--- config.mk ---
export PLATFORM = sky130hd
export DESIGN_NAME = swwc_top
export DESIGN_NICKNAME = d
export VERILOG_FILES = /design/src/swwc_pkg.sv /design/src/swwc_sampler.sv /design/src/swwc_top.sv
export VERILOG_INCLUDE_DIRS = /design/src
export SDC_FILE = /design/constraint.sdc
export NUM_CORES = 1
export LEC_CHECK = 0
export BUFFER_PORTS_ARGS = -buffer_cell sky130_fd_sc_hd__buf_4
export CORE_ASPECT_RATIO = 0.5
export CORE_MARGIN = 4
export CORE_UTILIZATION = 53
export DETAILED_ROUTE_END_ITERATION = 16
export PLACE_DENSITY = 0.8
export SLEW_MARGIN = 0
export SYNTH_ARGS = -nofsm -noshare
export SYNTH_HDL_FRONTEND = slang
export SYNTH_SLANG_ARGS = --single-unit
--- constraint.sdc ---
create_clock -name pclk -period 3.7 [get_ports pclk]
set_clock_uncertainty 0.05 [all_clocks]
set_input_delay 0.925 -clock pclk [delete_from_list [all_inputs] [get_ports pclk]]
set_output_delay 0.925 -clock pclk [all_outputs]
set_load 0.01 [all_outputs]
--- src/swwc_cfg.svh ---
// Contract
// - sleep instruction enters standby when standby select is 1, else sleep, subsleep, or a direct transfer to active or subactive.
// - after interrupt wake from standby, subsleep or subactive with low speed 0, the cpu alone holds off for the programmed wait; wake from sleep has no wait.
//   only cpu_hold is driven for the wait; the watch clock sampler and the registers keep running.
// - wake wait select gives 8192,16384,32768,65536,131072,1024,128,16 states.
// - watch clock sampled at osc/16 when rate select is 0, osc/4 when 1.
// - three reserved low bits of power control one read zero, reset zero.
// - low-power mode decided by standby select plus companion sleep kind, low speed, direct bits.
`ifndef SWWC_CFG_SVH
`define SWWC_CFG_SVH
`define SWWC_OFF_PCR1 12'h000
`define SWWC_OFF_PCR2 12'h004
`define SWWC_OFF_STAT 12'h008
`define SWWC_BIT_STDBY 7
`define SWWC_BIT_WW_HI 6
`define SWWC_BIT_WW_LO 4
`define SWWC_BIT_NSR 3
`define SWWC_BIT_SKS 7
`define SWWC_BIT_LSF 6
`define SWWC_BIT_DTF 5
`define SWWC_PCR1_WMASK 8'hf8
`define SWWC_PCR2_WMASK 8'he0
`define SWWC_PCR_RESET 8'h00
`define SWWC_DIV_SLOW 5'h10
`define SWWC_DIV_FAST 5'h04
`define SWWC_WAIT_S0 18'h02000
`define SWWC_WAIT_S1 18'h04000
`define SWWC_WAIT_S2 18'h08000
`define SWWC_WAIT_S3 18'h10000
`define SWWC_WAIT_S4 18'h20000
`define SWWC_WAIT_S5 18'h00400
`define SWWC_WAIT_S6 18'h00080
`define SWWC_WAIT_S7 18'h00010
`endif

--- src/swwc_pkg.sv ---
package swwc_pkg;
    typedef enum logic [5:0] {
        SWWC_ACTIVE = 6'b000001,
        SWWC_SLEEP = 6'b000010,
        SWWC_SUBSLEEP = 6'b000100,
        SWWC_STANDBY = 6'b001000,
        SWWC_SUBACTIVE = 6'b010000,
        SWWC_WAKE_WAIT = 6'b100000
    } swwc_mode_t;
endpackage : swwc_pkg

--- src/swwc_sampler.sv ---
`timescale 1ns/1ps
`include "swwc_cfg.svh"
module swwc_sampler (
    input wire logic pclk,
    input wire logic presetn,
    input wire logic fast_rate,
    input wire logic watch_clk_in,
    output logic watch_clk_sampled,
    output logic sample_tick
);
    logic [4:0] div_ff;
    logic [4:0] nxt_div;
    logic tick_ff;
    logic nxt_tick;
    logic [2:0] sync_ff;
    logic [2:0] nxt_sync;
    logic samp_ff;
    logic nxt_samp;
    logic [4:0] limit;

    always_comb begin
        limit = fast_rate ? `SWWC_DIV_FAST : `SWWC_DIV_SLOW;
        nxt_tick = 1'b0;
        nxt_div = div_ff + 5'd1;
        if (div_ff >= limit - 5'd1) begin
            nxt_div = 5'd0;
            nxt_tick = 1'b1;
        end
        nxt_sync = {sync_ff[1:0], watch_clk_in};
        nxt_samp = samp_ff;
        // only accept a level once stages two and three agree, on the sample tick
        if (tick_ff && (sync_ff[1] == sync_ff[2])) begin
            nxt_samp = sync_ff[2];
        end
    end

    always_ff @(posedge pclk or negedge presetn) begin
        if (!presetn) begin
            div_ff <= 5'd0;
            tick_ff <= 1'b0;
            sync_ff <= 3'b000;
            samp_ff <= 1'b0;
        end else begin
            div_ff <= nxt_div;
            tick_ff <= nxt_tick;
            sync_ff <= nxt_sync;
            samp_ff <= nxt_samp;
        end
    end

    assign watch_clk_sampled = samp_ff;
    assign sample_tick = tick_ff;
endmodule : swwc_sampler

--- src/swwc_top.sv ---
// Added by the designer: the register offsets and register access over APB.
`timescale 1ns/1ps
`include "swwc_cfg.svh"
module swwc_top #(
    parameter int unsigned CNT_W = 18
) (
    input wire logic pclk,
    input wire logic presetn,
    input wire logic psel,
    input wire logic penable,
    input wire logic pwrite,
    input wire logic [11:0] paddr,
    input wire logic [31:0] pwdata,
    output logic [31:0] prdata,
    output logic pready,
    output logic pslverr,
    input wire logic sleep_exec,
    input wire logic wake_irq,
    input wire logic watch_clk_in,
    output logic cpu_hold,
    output logic [5:0] mode_out,
    output logic watch_clk_sampled,
    output logic sample_tick
);
    logic [7:0] pcr1_ff;
    logic [7:0] nxt_pcr1;
    logic [7:0] pcr2_ff;
    logic [7:0] nxt_pcr2;
    logic [31:0] prdata_ff;
    logic [31:0] nxt_prdata;
    logic pready_ff;
    logic nxt_pready;
    logic pslverr_ff;
    logic nxt_pslverr;
    swwc_pkg::swwc_mode_t mode_ff;
    swwc_pkg::swwc_mode_t nxt_mode;
    swwc_pkg::swwc_mode_t tgt_ff;
    swwc_pkg::swwc_mode_t nxt_tgt;
    logic [CNT_W-1:0] cnt_ff;
    logic [CNT_W-1:0] nxt_cnt;
    logic hold_ff;
    logic nxt_hold;
    logic samp_w;
    logic tick_w;
    logic setup;

    function automatic logic [CNT_W-1:0] wait_states(input logic [2:0] sel);
        case (sel)
            3'b000: wait_states = CNT_W'(`SWWC_WAIT_S0);
            3'b001: wait_states = CNT_W'(`SWWC_WAIT_S1);
            3'b010: wait_states = CNT_W'(`SWWC_WAIT_S2);
            3'b011: wait_states = CNT_W'(`SWWC_WAIT_S3);
            3'b100: wait_states = CNT_W'(`SWWC_WAIT_S4);
            3'b101: wait_states = CNT_W'(`SWWC_WAIT_S5);
            3'b110: wait_states = CNT_W'(`SWWC_WAIT_S6);
            default: wait_states = CNT_W'(`SWWC_WAIT_S7);
        endcase
    endfunction : wait_states

    // zero-wait apb: answer in the cycle after setup
    always_comb begin
        setup = psel && !penable;
        nxt_pcr1 = pcr1_ff;
        nxt_pcr2 = pcr2_ff;
        nxt_pready = setup;
        nxt_pslverr = 1'b0;
        nxt_prdata = prdata_ff;
        if (setup) begin
            nxt_prdata = 32'h0000_0000;
            case (paddr)
                `SWWC_OFF_PCR1: begin
                    if (pwrite) begin
                        nxt_pcr1 = pwdata[7:0] & `SWWC_PCR1_WMASK;
                    end
                    nxt_prdata = {24'h00_0000, pcr1_ff & `SWWC_PCR1_WMASK};
                end
                `SWWC_OFF_PCR2: begin
                    if (pwrite) begin
                        nxt_pcr2 = pwdata[7:0] & `SWWC_PCR2_WMASK;
                    end
                    nxt_prdata = {24'h00_0000, pcr2_ff};
                end
                `SWWC_OFF_STAT: begin
                    nxt_prdata = {24'h00_0000, hold_ff, 1'b0, mode_ff};
                end
                default: begin
                    nxt_pslverr = 1'b1;
                end
            endcase
        end
    end

    // sleep entry, wake and stabilisation wait
    always_comb begin
        nxt_mode = mode_ff;
        nxt_tgt = tgt_ff;
        nxt_cnt = cnt_ff;
        nxt_hold = hold_ff;
        case (mode_ff)
            swwc_pkg::SWWC_ACTIVE, swwc_pkg::SWWC_SUBACTIVE: begin
                if (sleep_exec) begin
                    if (pcr1_ff[`SWWC_BIT_STDBY]) begin
                        nxt_mode = swwc_pkg::SWWC_STANDBY;
                    end else if (pcr2_ff[`SWWC_BIT_DTF]) begin
                        nxt_mode = pcr2_ff[`SWWC_BIT_LSF] ? swwc_pkg::SWWC_SUBACTIVE : swwc_pkg::SWWC_ACTIVE;
                    end else if (pcr2_ff[`SWWC_BIT_SKS]) begin
                        nxt_mode = swwc_pkg::SWWC_SUBSLEEP;
                    end else begin
                        nxt_mode = swwc_pkg::SWWC_SLEEP;
                    end
                end else if (wake_irq && mode_ff == swwc_pkg::SWWC_SUBACTIVE && !pcr2_ff[`SWWC_BIT_LSF]) begin
                    nxt_tgt = swwc_pkg::SWWC_ACTIVE;
                    nxt_mode = swwc_pkg::SWWC_WAKE_WAIT;
                    nxt_hold = 1'b1;
                    nxt_cnt = '0;
                end
            end
            swwc_pkg::SWWC_SLEEP: begin
                if (wake_irq) begin
                    nxt_mode = swwc_pkg::SWWC_ACTIVE;
                end
            end
            swwc_pkg::SWWC_STANDBY, swwc_pkg::SWWC_SUBSLEEP: begin
                if (wake_irq) begin
                    // oscillator was stopped, so hold the cpu off
                    nxt_tgt = (mode_ff == swwc_pkg::SWWC_SUBSLEEP && pcr2_ff[`SWWC_BIT_LSF]) ?
                        swwc_pkg::SWWC_SUBACTIVE : swwc_pkg::SWWC_ACTIVE;
                    nxt_mode = swwc_pkg::SWWC_WAKE_WAIT;
                    nxt_hold = 1'b1;
                    nxt_cnt = '0;
                end
            end
            swwc_pkg::SWWC_WAKE_WAIT: begin
                nxt_cnt = cnt_ff + CNT_W'(1);
                if (cnt_ff >= wait_states(pcr1_ff[`SWWC_BIT_WW_HI:`SWWC_BIT_WW_LO]) - CNT_W'(1)) begin
                    nxt_mode = tgt_ff;
                    nxt_hold = 1'b0;
                    nxt_cnt = '0;
                end
            end
            default: begin
                nxt_mode = swwc_pkg::SWWC_ACTIVE;
                nxt_hold = 1'b0;
            end
        endcase
    end

    always_ff @(posedge pclk or negedge presetn) begin
        if (!presetn) begin
            pcr1_ff <= `SWWC_PCR_RESET;
            pcr2_ff <= `SWWC_PCR_RESET;
            prdata_ff <= 32'h0000_0000;
            pready_ff <= 1'b0;
            pslverr_ff <= 1'b0;
            mode_ff <= swwc_pkg::SWWC_ACTIVE;
            tgt_ff <= swwc_pkg::SWWC_ACTIVE;
            cnt_ff <= '0;
            hold_ff <= 1'b0;
        end else begin
            pcr1_ff <= nxt_pcr1;
            pcr2_ff <= nxt_pcr2;
            prdata_ff <= nxt_prdata;
            pready_ff <= nxt_pready;
            pslverr_ff <= nxt_pslverr;
            mode_ff <= nxt_mode;
            tgt_ff <= nxt_tgt;
            cnt_ff <= nxt_cnt;
            hold_ff <= nxt_hold;
        end
    end

    swwc_sampler u_sampler (
        .pclk(pclk),
        .presetn(presetn),
        .fast_rate(pcr1_ff[`SWWC_BIT_NSR]),
        .watch_clk_in(watch_clk_in),
        .watch_clk_sampled(samp_w),
        .sample_tick(tick_w)
    );

    assign prdata = prdata_ff;
    assign pready = pready_ff;
    assign pslverr = pslverr_ff;
    assign cpu_hold = hold_ff;
    assign mode_out = mode_ff;
    assign watch_clk_sampled = samp_w;
    assign sample_tick = tick_w;
endmodule : swwc_top

==> results.txt <==
----------------------------------------------------
[Synth]
  Number of register bits inferred by synthesis ... 55
  Cells after Synth ... 356
  Proportion of synthesized chip area in sequential cells ... 41.1%
  FFs w/ async S/R, synth ... 100%
  Synthesized-area fraction occupied by ao, oa, aoi and oai cells ... 15.2%
  Area share of and/or/nand/nor cells after synthesis ... 21.1%
  Mapped Avg Cell Area ... 9.43 um2
  Cell variety after synth ... 49
  Post-synthesis adder-cell area fraction ... 7.08%
  Main flop type after synthesis ... sky130_fd_sc_hd__dfrtp_1
  Count of flip-flops with a built-in enable after synthesis ... 0
  Cell area after synthesis ... 3360 um2
  Synth Warn # ... 0
  Combinational family with the most area after synthesis ... simple AND/OR/NAND/NOR gates
  Fraction of synthesized cell area in xor and xnor cells ... 1.04%
  Share of cell area taken by muxes after synthesis ... 4.85%

[Timing]
  Slew at the pin with the worst max-slew slack ... 0.701 ns
  Final hold violation count ... 0
  Highest Clock Rate ... 324 MHz
  Final-report max-slew violation count ... 0
  Post-route fraction of the period consumed by the critical path ... 83.5%
  Setup Viol. Count Final ... 0
  Setup repair after global routing missed its margin ... no
  Smallest hold slack ... 0.308 ns
  Clock period minus final worst setup slack ... 3.09 ns
  Worst relative slew slack ... 52.9%
  Final total negative setup slack ... 0 ns

[GRT]
  Number of global-route vias before repair ... 2644
  Pin count of the biggest net entering global routing ... 56
  Final global-route overflow total ... 0
  Total GRT Usage ... 19.9%
  First-pass GRT wire length ... 12500 um
  Antenna violations before repair ... 0

[Clocking]
  Clock-pin slew on the worst setup and hold paths ... 0.07 ns
  Clock root buffer master ... sky130_fd_sc_hd__clkbuf_16
  Clock latency of the later-clocked register in the worst-skew pair ... 0.29 ns
  Maximum count of clock buffers along a single path ... 2
  Hold-fix buffers at CTS ... 0
  Inserted Clock Buffers ... 5
  Number of gates given a new drive strength after cts ... 0
  Clock tree from TritonCTS ... yes
  H-Tree Level Count ... 2
  Post-CTS setup buffer count ... 0
  Clock net sink count ... 55

[Place]
  Last weighted congestion value of the routability-driven placer ... 0.867
  Detail Placement HPWL ... 5340 um
  Total of buffers placed on input and output ports ... 43

[Min path]
  Classification of the worst-slack hold path ... flop to flop

[Cells and area]
  Fraction of final layout cells with drive strength greater than 1 ... 17.9%
  Fraction of the core area covered by cells at the end of the flow ... 62.6%
  Count of nets after finishing ... 466
  Commonest non-fill, non-tap cell in the layout ... sky130_fd_sc_hd__dfrtp_1
  Most frequent cells in the layout ... sky130_fd_sc_hd__dfrtp_1, sky130_fd_sc_hd__buf_4, sky130_fd_sc_hd__nand2_1
  Synth-to-Final Area Change ... 13.9%
  Antenna diodes ... 0

[Run]
  # Max-Cap Violations ... 0

[Detailed routing]
  Drt wl/cell ... 15.8 um
  Total DRC errors in the routed layout ... 0
  Count of TritonRoute iterations in the first routing pass ... 5
  DR vias ... 2827
  Via-to-Cell Ratio ... 5.84
  Sum of routed wire length over all layers ... 7650 um
  Initial drt markers ... 296
  Antenna viol nets, final ... 0

[Floorplan]
  Number of standard-cell rows in the floorplan ... 20
  Horizontal extent of the die ... 121 um
  Std-Cell Core Area ... 6110 um2
  Num ports ... 95
  Die area ... 7750 um2
  Die Y-Extent ... 64.3 um
  Initial core utilization ... 55.0%

[Pwr]
  Leakage power ... 1.78 nW
  Overall Power ... 1.94 mW
  Peak supply drop ... 0.220 mV
  Power density relative to cell area ... 506 nW/um2

[Critical path]
  Kind of start point of the critical path ... flop
  Reg-to-reg endpoint ... cnt_ff[3]$_DFFE_PN0P_
  WP data required ... 3.85 ns
  Critical Path Sink ... cnt_ff[3]$_DFFE_PN0P_
  Arrival time of the worst setup path ... 3.24 ns
  Launch instance of the worst register-to-register path ... pcr1_ff[4]$_DFFE_PN0P_
  Slack of the worst reg-to-reg path ... 0.61 ns
  Number of cells on the worst reg-to-reg path ... 8
  CP max FO ... 9
  Critical path origin ... pcr1_ff[4]$_DFFE_PN0P_
  Critical Setup Path Class ... flop to flop
  Crit path capture type ... flop

[Outcome]
  Run status ... complete, no violations

----------------------------------------------------
power by group:
| group | internal (mW) | switching [mW] |
|---|---|---|
| Combinational | 0.234 | 0.315 |
| Clock | 0.323 | 0.225 |
| Sequential | 0.708 | 0.131 |
| Total | 1.26 | 0.671 |
worst max-delay path, stage by stage (launching register included):
cell and delay (ns):
sky130_fd_sc_hd__dfrtp_1 0.50, sky130_fd_sc_hd__nor3b_1 0.40, sky130_fd_sc_hd__inv_1 0.08, sky130_fd_sc_hd__ha_1 0.32
sky130_fd_sc_hd__a21oi_1 0.15, sky130_fd_sc_hd__a21boi_0 0.15, sky130_fd_sc_hd__a2111oi_4 0.63, sky130_fd_sc_hd__nand2_1 0.42
sky130_fd_sc_hd__o221ai_1 0.28
cells by family after synthesis:
kind of cell / Yosys count
mux: 15
compound gates: 77
simple gates: 127
flops: 55
other cells: 2
buf+inv: 57
xor+xnor: 4
fa+ha+maj: 19
synthesized netlist by cell type, types with 3 or more instances:
library cell	instances	area, um2
sky130_fd_sc_hd__dfrtp_1	53	1330
sky130_fd_sc_hd__nor4_1	7	43.8
sky130_fd_sc_hd__and3_1	5	31.3
sky130_fd_sc_hd__a21oi_1	16	80.1
sky130_fd_sc_hd__ha_1	19	238
sky130_fd_sc_hd__nand2b_1	6	37.5
sky130_fd_sc_hd__mux2_2	10	113
sky130_fd_sc_hd__nand2_1	29	109
sky130_fd_sc_hd__buf_4	26	195
sky130_fd_sc_hd__nor2_1	16	60.1
sky130_fd_sc_hd__a31oi_1	15	93.8
sky130_fd_sc_hd__mux2i_1	5	50.1
sky130_fd_sc_hd__o21ai_0	16	80.1
sky130_fd_sc_hd__clkbuf_1	8	30.0
sky130_fd_sc_hd__nand3b_1	10	75.1
sky130_fd_sc_hd__and2_1	4	25.0
sky130_fd_sc_hd__nor4_2	3	37.5
sky130_fd_sc_hd__o221ai_1	6	52.6
sky130_fd_sc_hd__nand3_1	12	60.1
sky130_fd_sc_hd__nor2b_1	7	43.8
sky130_fd_sc_hd__and4_1	3	26.3
sky130_fd_sc_hd__nor3_1	8	40.0
sky130_fd_sc_hd__o211ai_1	4	30.0
sky130_fd_sc_hd__nand4_1	10	62.6
sky130_fd_sc_hd__inv_1	21	78.8
how the worst min path moves through the flow:
stage | from | end | slack [ns] | cells after the start
floorplan | u_sampler.sync_ff[0]$_DFF_PN0_ | u_sampler.sync_ff[1]$_DFF_PN0_ | 0.28 | 0
global placement | u_sampler.sync_ff[0]$_DFF_PN0_ | u_sampler.sync_ff[1]$_DFF_PN0_ | 0.29 | 0
detailed placement | u_sampler.sync_ff[0]$_DFF_PN0_ | u_sampler.sync_ff[1]$_DFF_PN0_ | 0.29 | 0
CTS | u_sampler.sync_ff[0]$_DFF_PN0_ | u_sampler.sync_ff[1]$_DFF_PN0_ | 0.31 | 0
global route | u_sampler.sync_ff[0]$_DFF_PN0_ | u_sampler.sync_ff[1]$_DFF_PN0_ | 0.32 | 0
finish | u_sampler.sync_ff[0]$_DFF_PN0_ | u_sampler.sync_ff[1]$_DFF_PN0_ | 0.31 | 0
per-layer routing:
| metal | vias up | share of wire, % | global-route usage, % |
|---|---|---|---|
| li1 | 1333 | - | - |
| met4 | 0 | 1.3 | 8.47 |
| met5 | - | 0 | 0 |
| met3 | 10 | 7.9 | 3.89 |
| met1 | 1351 | 43 | 25.0 |
| met2 | 133 | 47 | 33.8 |
stage by stage:
| stage | cells | setup slack (ns) | area, um2 |
|---|---|---|---|
| CTS | 484 | 0.635 | 3820 |
| finish | 484 | 0.609 | 3820 |
| detailed placement | 476 | 0.651 | 3650 |
| floorplan | 379 | 0.972 | 3440 |
| global route | 484 | 0.343 | 3820 |
| global placement | 476 | 0.792 | 3650 |
registers in the layout, summed over array words and instances, names as in the netlist:
name                         cells
pslverr                          1
tgt_ff                           2
u_sampler.sync_ff                3
pcr1_ff                          5
u_sampler.watch_clk_sampled      1
pcr2_ff                          3
cnt_ff                          18
u_sampler.sample_tick            1
cpu_hold                         1
u_sampler.div_ff                 5
pready                           1
prdata                           8
mode_out                         6
layout make-up:
cell class / instances / area (um2)
Inverter: 21 / 78.8
Multi-Input combinational cell: 267 / 1750
Sequential cell: 55 / 1380
Clock buffer: 6 / 129
Timing Repair Buffer: 45 / 338
Clock inverter: 2 / 38.8
Fill cell: 458 / 2280
Tap cell: 88 / 110
Note: power is estimated with default switching activity, not from simulation.
